**config.mk**
```make
export PLATFORM = sky130hd
export DESIGN_NAME = sac_converter_flat
export DESIGN_NICKNAME = d
export VERILOG_FILES = /design/src/rtl/sac_pkg.sv /design/src/rtl/sac_link_if.sv /design/src/rtl/sac_converter.sv /design/src/flat_wrapper.sv
export VERILOG_INCLUDE_DIRS = /design/src /design/src/rtl
export SDC_FILE = /design/constraint.sdc
export NUM_CORES = 1
export LEC_CHECK = 0
export BUFFER_PORTS_ARGS = -buffer_cell sky130_fd_sc_hd__buf_2
export CAP_MARGIN = 25
export CORE_ASPECT_RATIO = 0.5
export CORE_UTILIZATION = 45
export DETAILED_ROUTE_END_ITERATION = 16
export PLACE_DENSITY = 0.7
export SYNTH_ARGS = -nofsm -noshare
export SYNTH_HDL_FRONTEND = slang
export SYNTH_SLANG_ARGS = --single-unit
```
**constraint.sdc**
```tcl
create_clock -name core_clk -period 2.5 [get_ports core_clk]
set_input_delay 0.5 -clock core_clk [delete_from_list [all_inputs] [get_ports core_clk]]
set_output_delay 0.5 -clock core_clk [all_outputs]
set_load 0.03 [all_outputs]
```
**src/rtl/sac_defines.svh**
```systemverilog
// Timing counts, widths, field positions and host locations shared by both ends of the converter link
`ifndef SAC_DEFINES_SVH
`define SAC_DEFINES_SVH

// Clock period of core_clk in nanoseconds (20 MHz)
`define SAC_CLK_PERIOD_NS   50

// Result layout: ten bits, upper group of eight, lower group of two
`define SAC_RES_W           10
`define SAC_UP_W            8
`define SAC_LO_W            2
`define SAC_UP_MSB          9
`define SAC_UP_LSB          2
`define SAC_LO_MSB          1
`define SAC_LO_LSB          0
`define SAC_TOP_BIT         4'h9
`define SAC_LO_MASK         8'hc0
`define SAC_RES_RESET       10'h000

// Host-side locations: base starts and reads upper byte, base plus one reads lower group
`define SAC_ADDR_BASE       1'b0
`define SAC_ADDR_LOW        1'b1

// Least start pulse width, rounded up to whole cycles
`define SAC_T_CS_NS         500
`define SAC_CS_CYC          ((`SAC_T_CS_NS + `SAC_CLK_PERIOD_NS - 1) / `SAC_CLK_PERIOD_NS)

// Ready deassert delay after start rises: typical used, longest bound rounds down
`define SAC_READY_DEASSERT_DELAY_NS        1000
`define SAC_READY_DEASSERT_DELAY_MAX_NS    1500
`define SAC_DSC_CYC         (`SAC_READY_DEASSERT_DELAY_NS / `SAC_CLK_PERIOD_NS)
`define SAC_DSC_MAX_CYC     (`SAC_READY_DEASSERT_DELAY_MAX_NS / `SAC_CLK_PERIOD_NS)

// Conversion time (typical) and the share of it spent per bit decision
`define SAC_T_CONV_NS       20000
`define SAC_CONV_CYC        (`SAC_T_CONV_NS / `SAC_CLK_PERIOD_NS)
`define SAC_BIT_CYC         (`SAC_CONV_CYC / `SAC_RES_W)

// Host wait without monitoring: longest conversion, a least time, rounded up
`define SAC_T_WAIT_NS       30000
`define SAC_WAIT_CYC        ((`SAC_T_WAIT_NS + `SAC_CLK_PERIOD_NS - 1) / `SAC_CLK_PERIOD_NS)

// Sample-hold acquisition after completion, a least time, rounded up
`define SAC_T_ACQ_NS        10000
`define SAC_ACQ_CYC         ((`SAC_T_ACQ_NS + `SAC_CLK_PERIOD_NS - 1) / `SAC_CLK_PERIOD_NS)

// Output buffer access time, a least wait for the host, rounded up
`define SAC_T_ACCESS_NS     250
`define SAC_ACC_CYC         ((`SAC_T_ACCESS_NS + `SAC_CLK_PERIOD_NS - 1) / `SAC_CLK_PERIOD_NS)

`endif

```
**src/rtl/sac_pkg.sv**
```systemverilog
// Types for both ends of the converter link: states and the packed state records
`include "sac_defines.svh"

package sac_pkg;

	// Converter end sequencing
	typedef enum logic [2:0] {
		SAC_DEV_IDLE  = 3'h0,	// Waiting for a start pulse
		SAC_DEV_CLEAR = 3'h1,	// Internal logic being reset
		SAC_DEV_HOLD  = 3'h2,	// Reset done, start still high
		SAC_DEV_CONV  = 3'h3	// Bit-by-bit approximation
	} sac_dev_state_type;

	// Bus-side controller sequencing
	typedef enum logic [2:0] {
		SAC_HST_IDLE  = 3'h0,	// Bus may issue a request
		SAC_HST_PULSE = 3'h1,	// Start line held high
		SAC_HST_CONV  = 3'h2,	// Conversion under way, enables kept high
		SAC_HST_READ  = 3'h3	// One buffer group enabled
	} sac_hst_state_type;

	// Whole state of the converter end
	typedef struct packed {
		sac_dev_state_type          state;	// Sequencer state
		logic [`SAC_RES_W-1:0]      sar;	// Approximation register
		logic [3:0]                 bit_idx;	// Bit under trial
		logic [9:0]                 cnt;	// Cycle counter
		logic                       conv_d;	// Start line one cycle ago
		logic                       fell;	// Start fell during reset
		logic                       ready_n;	// Active-low ready output
	} sac_dev_type;

	// Whole state of the bus-side controller
	typedef struct packed {
		sac_hst_state_type          state;	// Sequencer state
		logic [9:0]                 cnt;	// Cycle counter
		logic [7:0]                 rec;	// Acquisition countdown
		logic                       seen_hi;	// Ready seen high this conversion
		logic                       rd_low;	// Current read is the lower group
		logic                       convert;	// Start line
		logic                       up_en_n;	// Upper enable
		logic                       lo_en_n;	// Lower enable
		logic [`SAC_UP_W-1:0]       rdata;	// Read data to the bus
		logic                       rvalid;	// Read data strobe
		logic                       eoc;	// End-of-conversion pulse
		logic                       ready_d;	// Ready one cycle ago
	} sac_hst_type;

endpackage : sac_pkg

```
**src/rtl/sac_link_if.sv**
```systemverilog
// Pin-level link between the converter end and its bus-side controller
`include "sac_defines.svh"

interface sac_link_if;
	logic                  convert;	// Start pulse, active high
	logic                  upper_byte_output_enable_n;	// Upper buffer enable, low drives
	logic                  lower_byte_output_enable_n;	// Lower buffer enable, low drives
	logic                  result_ready_n;	// Low when result complete
	logic [`SAC_UP_W-1:0]  upper_data;	// Upper group value
	logic                  upper_data_oe_n;	// Upper group driven when low
	logic [`SAC_LO_W-1:0]  lower_data;	// Lower group value
	logic                  lower_data_oe_n;	// Lower group driven when low

	// Converter end
	modport dev (
		input  convert,
		input  upper_byte_output_enable_n,
		input  lower_byte_output_enable_n,
		output result_ready_n,
		output upper_data,
		output upper_data_oe_n,
		output lower_data,
		output lower_data_oe_n
	);

	// Bus-side controller end
	modport host (
		output convert,
		output upper_byte_output_enable_n,
		output lower_byte_output_enable_n,
		input  result_ready_n,
		input  upper_data,
		input  upper_data_oe_n,
		input  lower_data,
		input  lower_data_oe_n
	);
endinterface : sac_link_if

```
**src/rtl/sac_converter.sv**
```systemverilog
// Converter end: start handling, successive approximation sequencer and three-state result groups
//
// Function
// - Host holds start high at least 500 ns
// - Start rising resets logic, clears old result
// - Ready goes high within 1.5 us
// - Ready high means approximation register reset done
// - Approximation begins on start falling edge, or at ready high if start fell during reset
// - Ready returns low when conversion finishes
// - Host keeps both enables high during conversion
// - Enable during conversion shows partial result bits
// - Each group drives only while enable low
// - Upper enable eight bits, lower two, independent
// - Result left-justified: upper eight MSBs, lower two
// - Host masks six meaningless low-read bits
// - Host derives start and enables from strobes
// - Base write starts; base read gives upper
// - Base plus one: writes ignored, reads lower
// - Without monitoring, wait 30 us before reading
// - Host may poll ready or use falling edge
// - Sample-hold mode: wait 10 us before restart
`include "sac_defines.svh"

module sac_converter (
	input  wire logic                  core_clk,	// System clock, 20 MHz
	input  wire logic                  reset,	// Synchronous reset, active high
	input  wire logic [`SAC_RES_W-1:0] analog_code,	// Digitised analog level the comparator weighs
	output logic                       busy,	// High while a conversion cycle runs
	sac_link_if.dev                    link	// Pins toward the bus-side controller
);
	import sac_pkg::*;

	sac_dev_type s_r;	// Registered state
	sac_dev_type s_nxt;	// Next state

	// Bit mask selecting one position of the result
	function automatic logic [`SAC_RES_W-1:0] bit_mask(input logic [3:0] idx);
		logic [`SAC_RES_W-1:0] m;
		m = '0;
		m[idx] = 1'b1;
		return m;
	endfunction

	// Comparator decision: keep the trial bit when the trial does not exceed the input
	function automatic logic [`SAC_RES_W-1:0] decide(
		input logic [`SAC_RES_W-1:0] trial,
		input logic [3:0]            idx,
		input logic [`SAC_RES_W-1:0] level
	);
		logic [`SAC_RES_W-1:0] r;
		r = trial;
		if (trial > level) begin
			r = trial & ~bit_mask(idx);
		end
		return r;
	endfunction

	logic start_rise;	// Start line went high this cycle
	logic start_fall;	// Start line went low this cycle

	// Edge detection on the start line; it comes from logic on this same clock
	assign start_rise = link.convert & ~s_r.conv_d;
	assign start_fall = ~link.convert & s_r.conv_d;

	// Sequencer next state
	always_comb begin
		s_nxt        = s_r;
		s_nxt.conv_d = link.convert;
		case (s_r.state)
			SAC_DEV_IDLE: begin
				// Nothing to do until a start pulse arrives
				s_nxt.ready_n = s_r.ready_n;
			end
			SAC_DEV_CLEAR: begin
				// Reset interval; a fall that lands here is remembered, not lost
				if (start_fall) begin
					s_nxt.fell = 1'b1;
				end
				if (s_r.cnt == 10'(`SAC_DSC_CYC - 1)) begin
					s_nxt.ready_n = 1'b1;
					s_nxt.cnt     = '0;
					// Ready high only now that the register is clear
					if (s_r.fell || start_fall || !link.convert) begin
						s_nxt.state   = SAC_DEV_CONV;
						s_nxt.bit_idx = `SAC_TOP_BIT;
						s_nxt.sar     = bit_mask(`SAC_TOP_BIT);
					end else begin
						s_nxt.state = SAC_DEV_HOLD;
					end
				end else begin
					s_nxt.cnt = s_r.cnt + 10'h001;
				end
			end
			SAC_DEV_HOLD: begin
				// Approximation waits for the trailing edge of start
				if (!link.convert) begin
					s_nxt.state   = SAC_DEV_CONV;
					s_nxt.bit_idx = `SAC_TOP_BIT;
					s_nxt.sar     = bit_mask(`SAC_TOP_BIT);
					s_nxt.cnt     = '0;
				end
			end
			SAC_DEV_CONV: begin
				// One decision per bit period, most significant bit first
				if (s_r.cnt == 10'(`SAC_BIT_CYC - 1)) begin
					s_nxt.cnt = '0;
					s_nxt.sar = decide(s_r.sar, s_r.bit_idx, analog_code);
					if (s_r.bit_idx == 4'h0) begin
						s_nxt.state   = SAC_DEV_IDLE;
						s_nxt.ready_n = 1'b0;
					end else begin
						// Next trial bit set on top of the decided ones
						s_nxt.bit_idx = s_r.bit_idx - 4'h1;
						s_nxt.sar     = decide(s_r.sar, s_r.bit_idx, analog_code)
							| bit_mask(s_r.bit_idx - 4'h1);
					end
				end else begin
					s_nxt.cnt = s_r.cnt + 10'h001;
				end
			end
			default: begin
				// Unknown code recovers to idle
				s_nxt.state = SAC_DEV_IDLE;
			end
		endcase
		// A new start wins over anything in progress, also mid-conversion
		if (start_rise) begin
			s_nxt.state   = SAC_DEV_CLEAR;
			s_nxt.sar     = `SAC_RES_RESET;
			s_nxt.cnt     = '0;
			s_nxt.fell    = 1'b0;
			s_nxt.bit_idx = `SAC_TOP_BIT;
		end
	end

	// State register; reset leaves a clear result with ready low, as after power-up idle
	always_ff @(posedge core_clk) begin
		if (reset) begin
			s_r.state   <= SAC_DEV_IDLE;
			s_r.sar     <= `SAC_RES_RESET;
			s_r.bit_idx <= `SAC_TOP_BIT;
			s_r.cnt     <= '0;
			s_r.conv_d  <= 1'b0;
			s_r.fell    <= 1'b0;
			s_r.ready_n <= 1'b0;
		end else begin
			s_r <= s_nxt;
		end
	end

	// Ready pin straight from its flip-flop
	assign link.result_ready_n = s_r.ready_n;

	// Result groups come from the register at all times, so an early read sees partial bits
	assign link.upper_data = s_r.sar[`SAC_UP_MSB:`SAC_UP_LSB];
	assign link.lower_data = s_r.sar[`SAC_LO_MSB:`SAC_LO_LSB];

	// Each group follows its own enable; no interlock with conversion, so bus clashes are the host's duty
	assign link.upper_data_oe_n = link.upper_byte_output_enable_n;
	assign link.lower_data_oe_n = link.lower_byte_output_enable_n;

	// Busy covers reset and approximation, for user-side observers
	assign busy = (s_r.state != SAC_DEV_IDLE);

endmodule // sac_converter

```
**src/flat_wrapper.sv**
```systemverilog
// flat-port wrapper written by rule: the top's interface ports become plain ports
module sac_converter_flat import sac_pkg::*;
  (core_clk, reset, analog_code, busy, link_convert, link_upper_byte_output_enable_n, link_lower_byte_output_enable_n, link_result_ready_n, link_upper_data, link_upper_data_oe_n, link_lower_data, link_lower_data_oe_n);
  sac_link_if link_i ();
  input  wire logic core_clk;
  input  wire logic reset;
  input  wire logic [`SAC_RES_W-1:0] analog_code;
  output logic busy;
  input wire logic [$bits(link_i.convert)-1:0] link_convert;
  input wire logic [$bits(link_i.upper_byte_output_enable_n)-1:0] link_upper_byte_output_enable_n;
  input wire logic [$bits(link_i.lower_byte_output_enable_n)-1:0] link_lower_byte_output_enable_n;
  output wire logic [$bits(link_i.result_ready_n)-1:0] link_result_ready_n;
  output wire logic [$bits(link_i.upper_data)-1:0] link_upper_data;
  output wire logic [$bits(link_i.upper_data_oe_n)-1:0] link_upper_data_oe_n;
  output wire logic [$bits(link_i.lower_data)-1:0] link_lower_data;
  output wire logic [$bits(link_i.lower_data_oe_n)-1:0] link_lower_data_oe_n;
  assign link_i.convert = link_convert;
  assign link_i.upper_byte_output_enable_n = link_upper_byte_output_enable_n;
  assign link_i.lower_byte_output_enable_n = link_lower_byte_output_enable_n;
  assign link_result_ready_n = link_i.result_ready_n;
  assign link_upper_data = link_i.upper_data;
  assign link_upper_data_oe_n = link_i.upper_data_oe_n;
  assign link_lower_data = link_i.lower_data;
  assign link_lower_data_oe_n = link_i.lower_data_oe_n;
  sac_converter u_core (.core_clk(core_clk), .reset(reset), .analog_code(analog_code), .busy(busy), .link(link_i));
endmodule
```
* Yosys cells after proc, flatten, opt, wreduce, memory -nomap -nowiden
Index checks and enable logic that the tools add are counted.
** Operators by class
- Bitwise gates (word level) :: 8
- Reductions and logical operators :: 18
- $add $sub $neg :: 2
- $lt $le $gt $ge :: 5
- Equal/unequal tests :: 16
- Muxes and demuxes :: 24
** Operators by type and width (count)
- 24-bit one-hot mux with 3 select lines :: 1
- 10-bit 2-to-1 mux :: 6
- 17-bit 2-to-1 mux :: 2
- 14-bit 2-to-1 mux :: 2
- 27-bit 2-to-1 mux :: 1
- 25-bit 2-to-1 mux :: 1
- 5-bit AND reduction :: 3
- 3-bit one-hot mux with 4 select lines :: 1
- 10-bit by 1-bit adder with 10-bit output (second input constant) :: 1
- 10-bit AND :: 1
- 10-bit by 5-bit equality test with 1-bit output (second input constant) :: 1
- 10-bit by 6-bit equality test with 1-bit output (second input constant) :: 1
- 10-bit > comparator :: 1
- 4-bit by 5-bit < comparator with 1-bit output (second input constant) :: 2
- 2-bit by 1-bit != test with 1-bit output (second input constant) :: 5
- 10-bit NOT :: 1
- 10-bit bitwise OR :: 1
- 3-bit by 1-bit != test with 1-bit output (second input constant) :: 3
- 1-bit demux with 4-bit select :: 2
- 4-bit by 1-bit >= comparator with 1-bit output (second input constant) :: 2
- 3-bit by 2-bit equality test with 1-bit output (second input constant) :: 2
- 1-bit 2-to-1 mux :: 6
- 6-bit AND reduction :: 1
- 3-bit nonzero test :: 2
- other kinds (17) :: 24
** Word-level totals
- Input port bits :: 15
- Output and inout bits :: 14
- Register bits after elaboration :: 30
- Word-level logic and storage cells :: 81

* Logic depth before layout (Yosys ltp)
- Word-level depth :: 15
- Depth in mapped cells :: 8
- Mapped depth without buffers :: 7

* Worst setup path after synthesis
No wires, ideal clock.
- Kind :: reg-to-reg
- Start :: register u_core.s_r[6] (netlist bit)
- End :: register u_core.s_r, in the netlist u_core.link.upper_data[7]
- Buffers on the path :: 1
- Required time :: 2.374 ns
- Clock period less this slack :: 2.155 ns
- Arrival :: 2.029 ns
- Library setup time :: 0.126 ns
- Setup slack :: 0.345 ns
- Stages on the path, launching flop included :: 7
- Cell sequence :: dfxtp_1 > or4_4 > o41ai_2 > nand3_1 > buf_2 > o41ai_1 > a21oi_1
** On the way
- Cells in the longest elaborated chain, start to end :: 3
** Ends and longest elaborated chain
- start, declared :: RTL line sac_converter.sv:33 : sac_dev_type s_r;
- start signal, assigned :: RTL line sac_converter.sv:147 : s_r <= s_nxt;
- 10-bit by 6-bit equality test with 1-bit output or 10-bit by 5-bit equality test with 1-bit output (tied branches) :: RTL line sac_converter.sv:105, sac_converter.sv:79
- 2-bit by 1-bit != test with 1-bit output (no source line)
- 5-bit AND reduction (no source line) (*)
Mark *: on every way between the ends. The rest lies on a longest branch, timed or not.
A chain may end at the register's enable or synchronous reset.

* Final worst setup path
- Start :: register u_core.s_r[6] (netlist bit)
- End :: register u_core.s_r[14] (netlist bit)
** On the way
- Cells in the longest elaborated chain, start to end :: 3
** Ends and longest elaborated chain (RTL line)
- 10-bit by 6-bit equality test with 1-bit output or 10-bit by 5-bit equality test with 1-bit output (tied branches) :: sac_converter.sv:105, sac_converter.sv:79
- 2-bit by 1-bit != test with 1-bit output (no source line)
- 6-bit AND reduction (no source line) (*)
Marks and branches as above.

==> results.json <==
{
  "outcome": "completed",
  "nets": 293,
  "antenna_found_initial": 0,
  "p_sw_frac": 0.2365,
  "die_area_um2": 4739,
  "vias": 1739,
  "cp_data_arrival_time_ns": 2.52,
  "start_kind": "register",
  "ant_nets": 0,
  "core.rowCount": 16,
  "relSlewSlack": 0.6088,
  "numPortBuffers": 24,
  "final_cell_area_um2": 2212,
  "start_util": 0.4905,
  "synth-edff-count": 0,
  "grt_overflow": 0,
  "max_cap_violations": 0,
  "power.density_nw_per_um2": 499.9,
  "clock_latency_ns": 0.29,
  "postCtsHoldBufs": 0,
  "drive_gt1_frac": 0.1818,
  "yosysWarnings": 0,
  "avgSynthCellArea_um2": 8.143,
  "slew_viol_final": 0,
  "clock.fmax_mhz": 434.1,
  "fp.dieW_um": 96.36,
  "gp_congestion": 0.8025,
  "rsz0062_at_grt": "no",
  "finalSetupViolCount": 0,
  "end_kind": "register",
  "cts_tree": "yes",
  "min_period_ns": 2.304,
  "cts_resized": 0,
  "drt_iter0_markers": 93,
  "tightest_slew_ns": 0.5841,
  "intPower_uw": 844.4,
  "p_seq_frac": 0.430,
  "critPathKind": "register to register",
  "finalWirelength_um": 4226,
  "synth_top_area_cell": "dfxtp_1",
  "finalHoldViolations": 0,
  "fin_skew_ns": 0.007805,
  "p_sw_uw": 261.5,
  "syn_to_final_growth_pct": 10.43,
  "synthFlopType": "dfxtp_1",
  "dr.pass1.iters": 4,
  "combPwrFrac": 0.115,
  "drcViolationCount": 0,
  "grt_pass1_vias": 1658,
  "min_path_type": "register to register",
  "dp_hpwl_um": 3163,
  "final_common_cell": "dfxtp_1",
  "fp.dieH_um": 49.18,
  "timing.hold.ws_ns": 0.4878,
  "synthCells": 246,
  "nFillCells": 390,
  "ir_drop_mv": 0.2282,
  "fin_tns_setup_ns": 0,
  "final_cell_mix": "dfxtp_1, nand2_1, buf_2",
  "synth_top_area_frac": 0.2898,
  "clkSinkCount": 29,
  "synth_seq_area_share": 0.2898,
  "cts_htree_levels": 2,
  "synth_area_um2": 2003,
  "synth.distinct_cells": 53,
  "grt_pass1_wl_um": 7251,
  "wire_per_inst_um": 13.29,
  "grt_max_degree": 14,
  "synth_area_leaders": "dfxtp_1, ha_1, buf_4",
  "path_clk_slew_ns": 0.07,
  "cp_data_required_time_ns": 2.72,
  "cts_buffers": 5,
  "synth_fp_nets": 276,
  "post-cts-setup-buffers": 0,
  "grtUsageTotal": 0.2005,
  "placed_area_um2": 2096,
  "crit_fanout": 5,
  "pin_count": 29,
  "core_um2": 4084,
  "cts.path.max_buffers": 2,
  "clockRootBuffer": "clkbuf_8",
  "p_clk_frac": 0.455,
  "via_per_inst": 5.469,
  "power_leakage_nw": 0.9738,
  "num_antenna_cells": 0,
  "async_reset_ff_frac": 0,
  "fin_crit_sh": 0.9215,
  "synth_seq_cells": 29
}
worst max-delay path, cell delays in order (launching register included):
cell	delay (ns)
dfxtp_1	0.35
or4_4	0.56
o41ai_2	0.45
nand3_1	0.22
or4_1	0.51
o22ai_1	0.15
worst paths after layout:
path	from	end	slack, ns	cells after the start
max	u_core.s_r[6]	u_core.s_r[14]	0.20	5
min	u_core.s_r[1]	u_core.s_r[1]	0.49	2
max reg2reg	u_core.s_r[6]	u_core.s_r[14]	0.20	5
min reg2reg	u_core.s_r[1]	u_core.s_r[1]	0.49	2
registers in the layout, indices dropped and copies added (netlist names):
signal / cells
u_core.link.lower_data: 2
u_core.link.result_ready_n: 1
u_core.link.upper_data: 8
u_core.s_r: 18
stage by stage:
step	utilization	cells	setup WS, ns	total power [mW]
6_report	0.5417	318	0.1962	1.106
5_1_grt	0.5417	318	0.07058	1.159
4_1_cts	0.5417	318	0.1997	1.121
3_5_place_dp	0.5132	310	0.2413	0.6115
3_3_place_gp	0.5132	310	0.2407	0.6078
2_1_floorplan	-	246	0.3451	0.5794
synthesized netlist by cell type (all sizes together) (2+ instances only):
cell    number
dfxtp       29
nand2       26
inv         19
nor2        19
buf         17
ha          15
nand3       10
o21ai        9
a21oi        8
nor3         8
o211ai       8
xor2         7
and3         6
nor2b        6
nand2b       5
a22oi        4
mux2i        4
or4          4
a31oi        3
clkbuf       3
nand4        3
o41ai        3
a211oi       2
and2b        2
and4         2
nor3b        2
o21a         2
o311ai       2
or3          2
xnor2        2
logic make-up after synthesis:
kind of cell    after synthesis  share of synthesized area
simple gates                100                     0.2673
compound gates               49                     0.1786
buf+inv                      39                     0.1056
flops                        29                     0.2898
fa+ha+maj                    15                    0.09369
xor+xnor                      9                    0.03935
mux                           5                    0.02561
final cells by class:
class,instances,area [µm²],area share
Clock buffer,7,86.33,0.03903
Clock inverter,1,30.03,0.01357
Inverter,19,71.32,0.03224
Multi-Input combinational cell,178,1211,0.5475
Sequential cell,29,580.6,0.2624
Tap cell,54,67.56,0.03054
Timing Repair Buffer,30,165.2,0.07466
power groups by stage:
stage / clock, mW / sequential [mW] / combinational, mW
2_1_floorplan: 0 / 0.487 / 0.0921
5_1_grt: 0.540 / 0.476 / 0.143
3_3_place_gp: 0 / 0.485 / 0.123
4_1_cts: 0.519 / 0.475 / 0.127
3_5_place_dp: 0 / 0.485 / 0.126
6_report: 0.503 / 0.476 / 0.127
routing by layer:
layer  wire length (µm)  GRT usage
met5                  0          0
met4                 55    0.06618
met3                173    0.07477
met2               1892     0.3298
met1               2104     0.2414
Power figures use the tool's default switching activity.
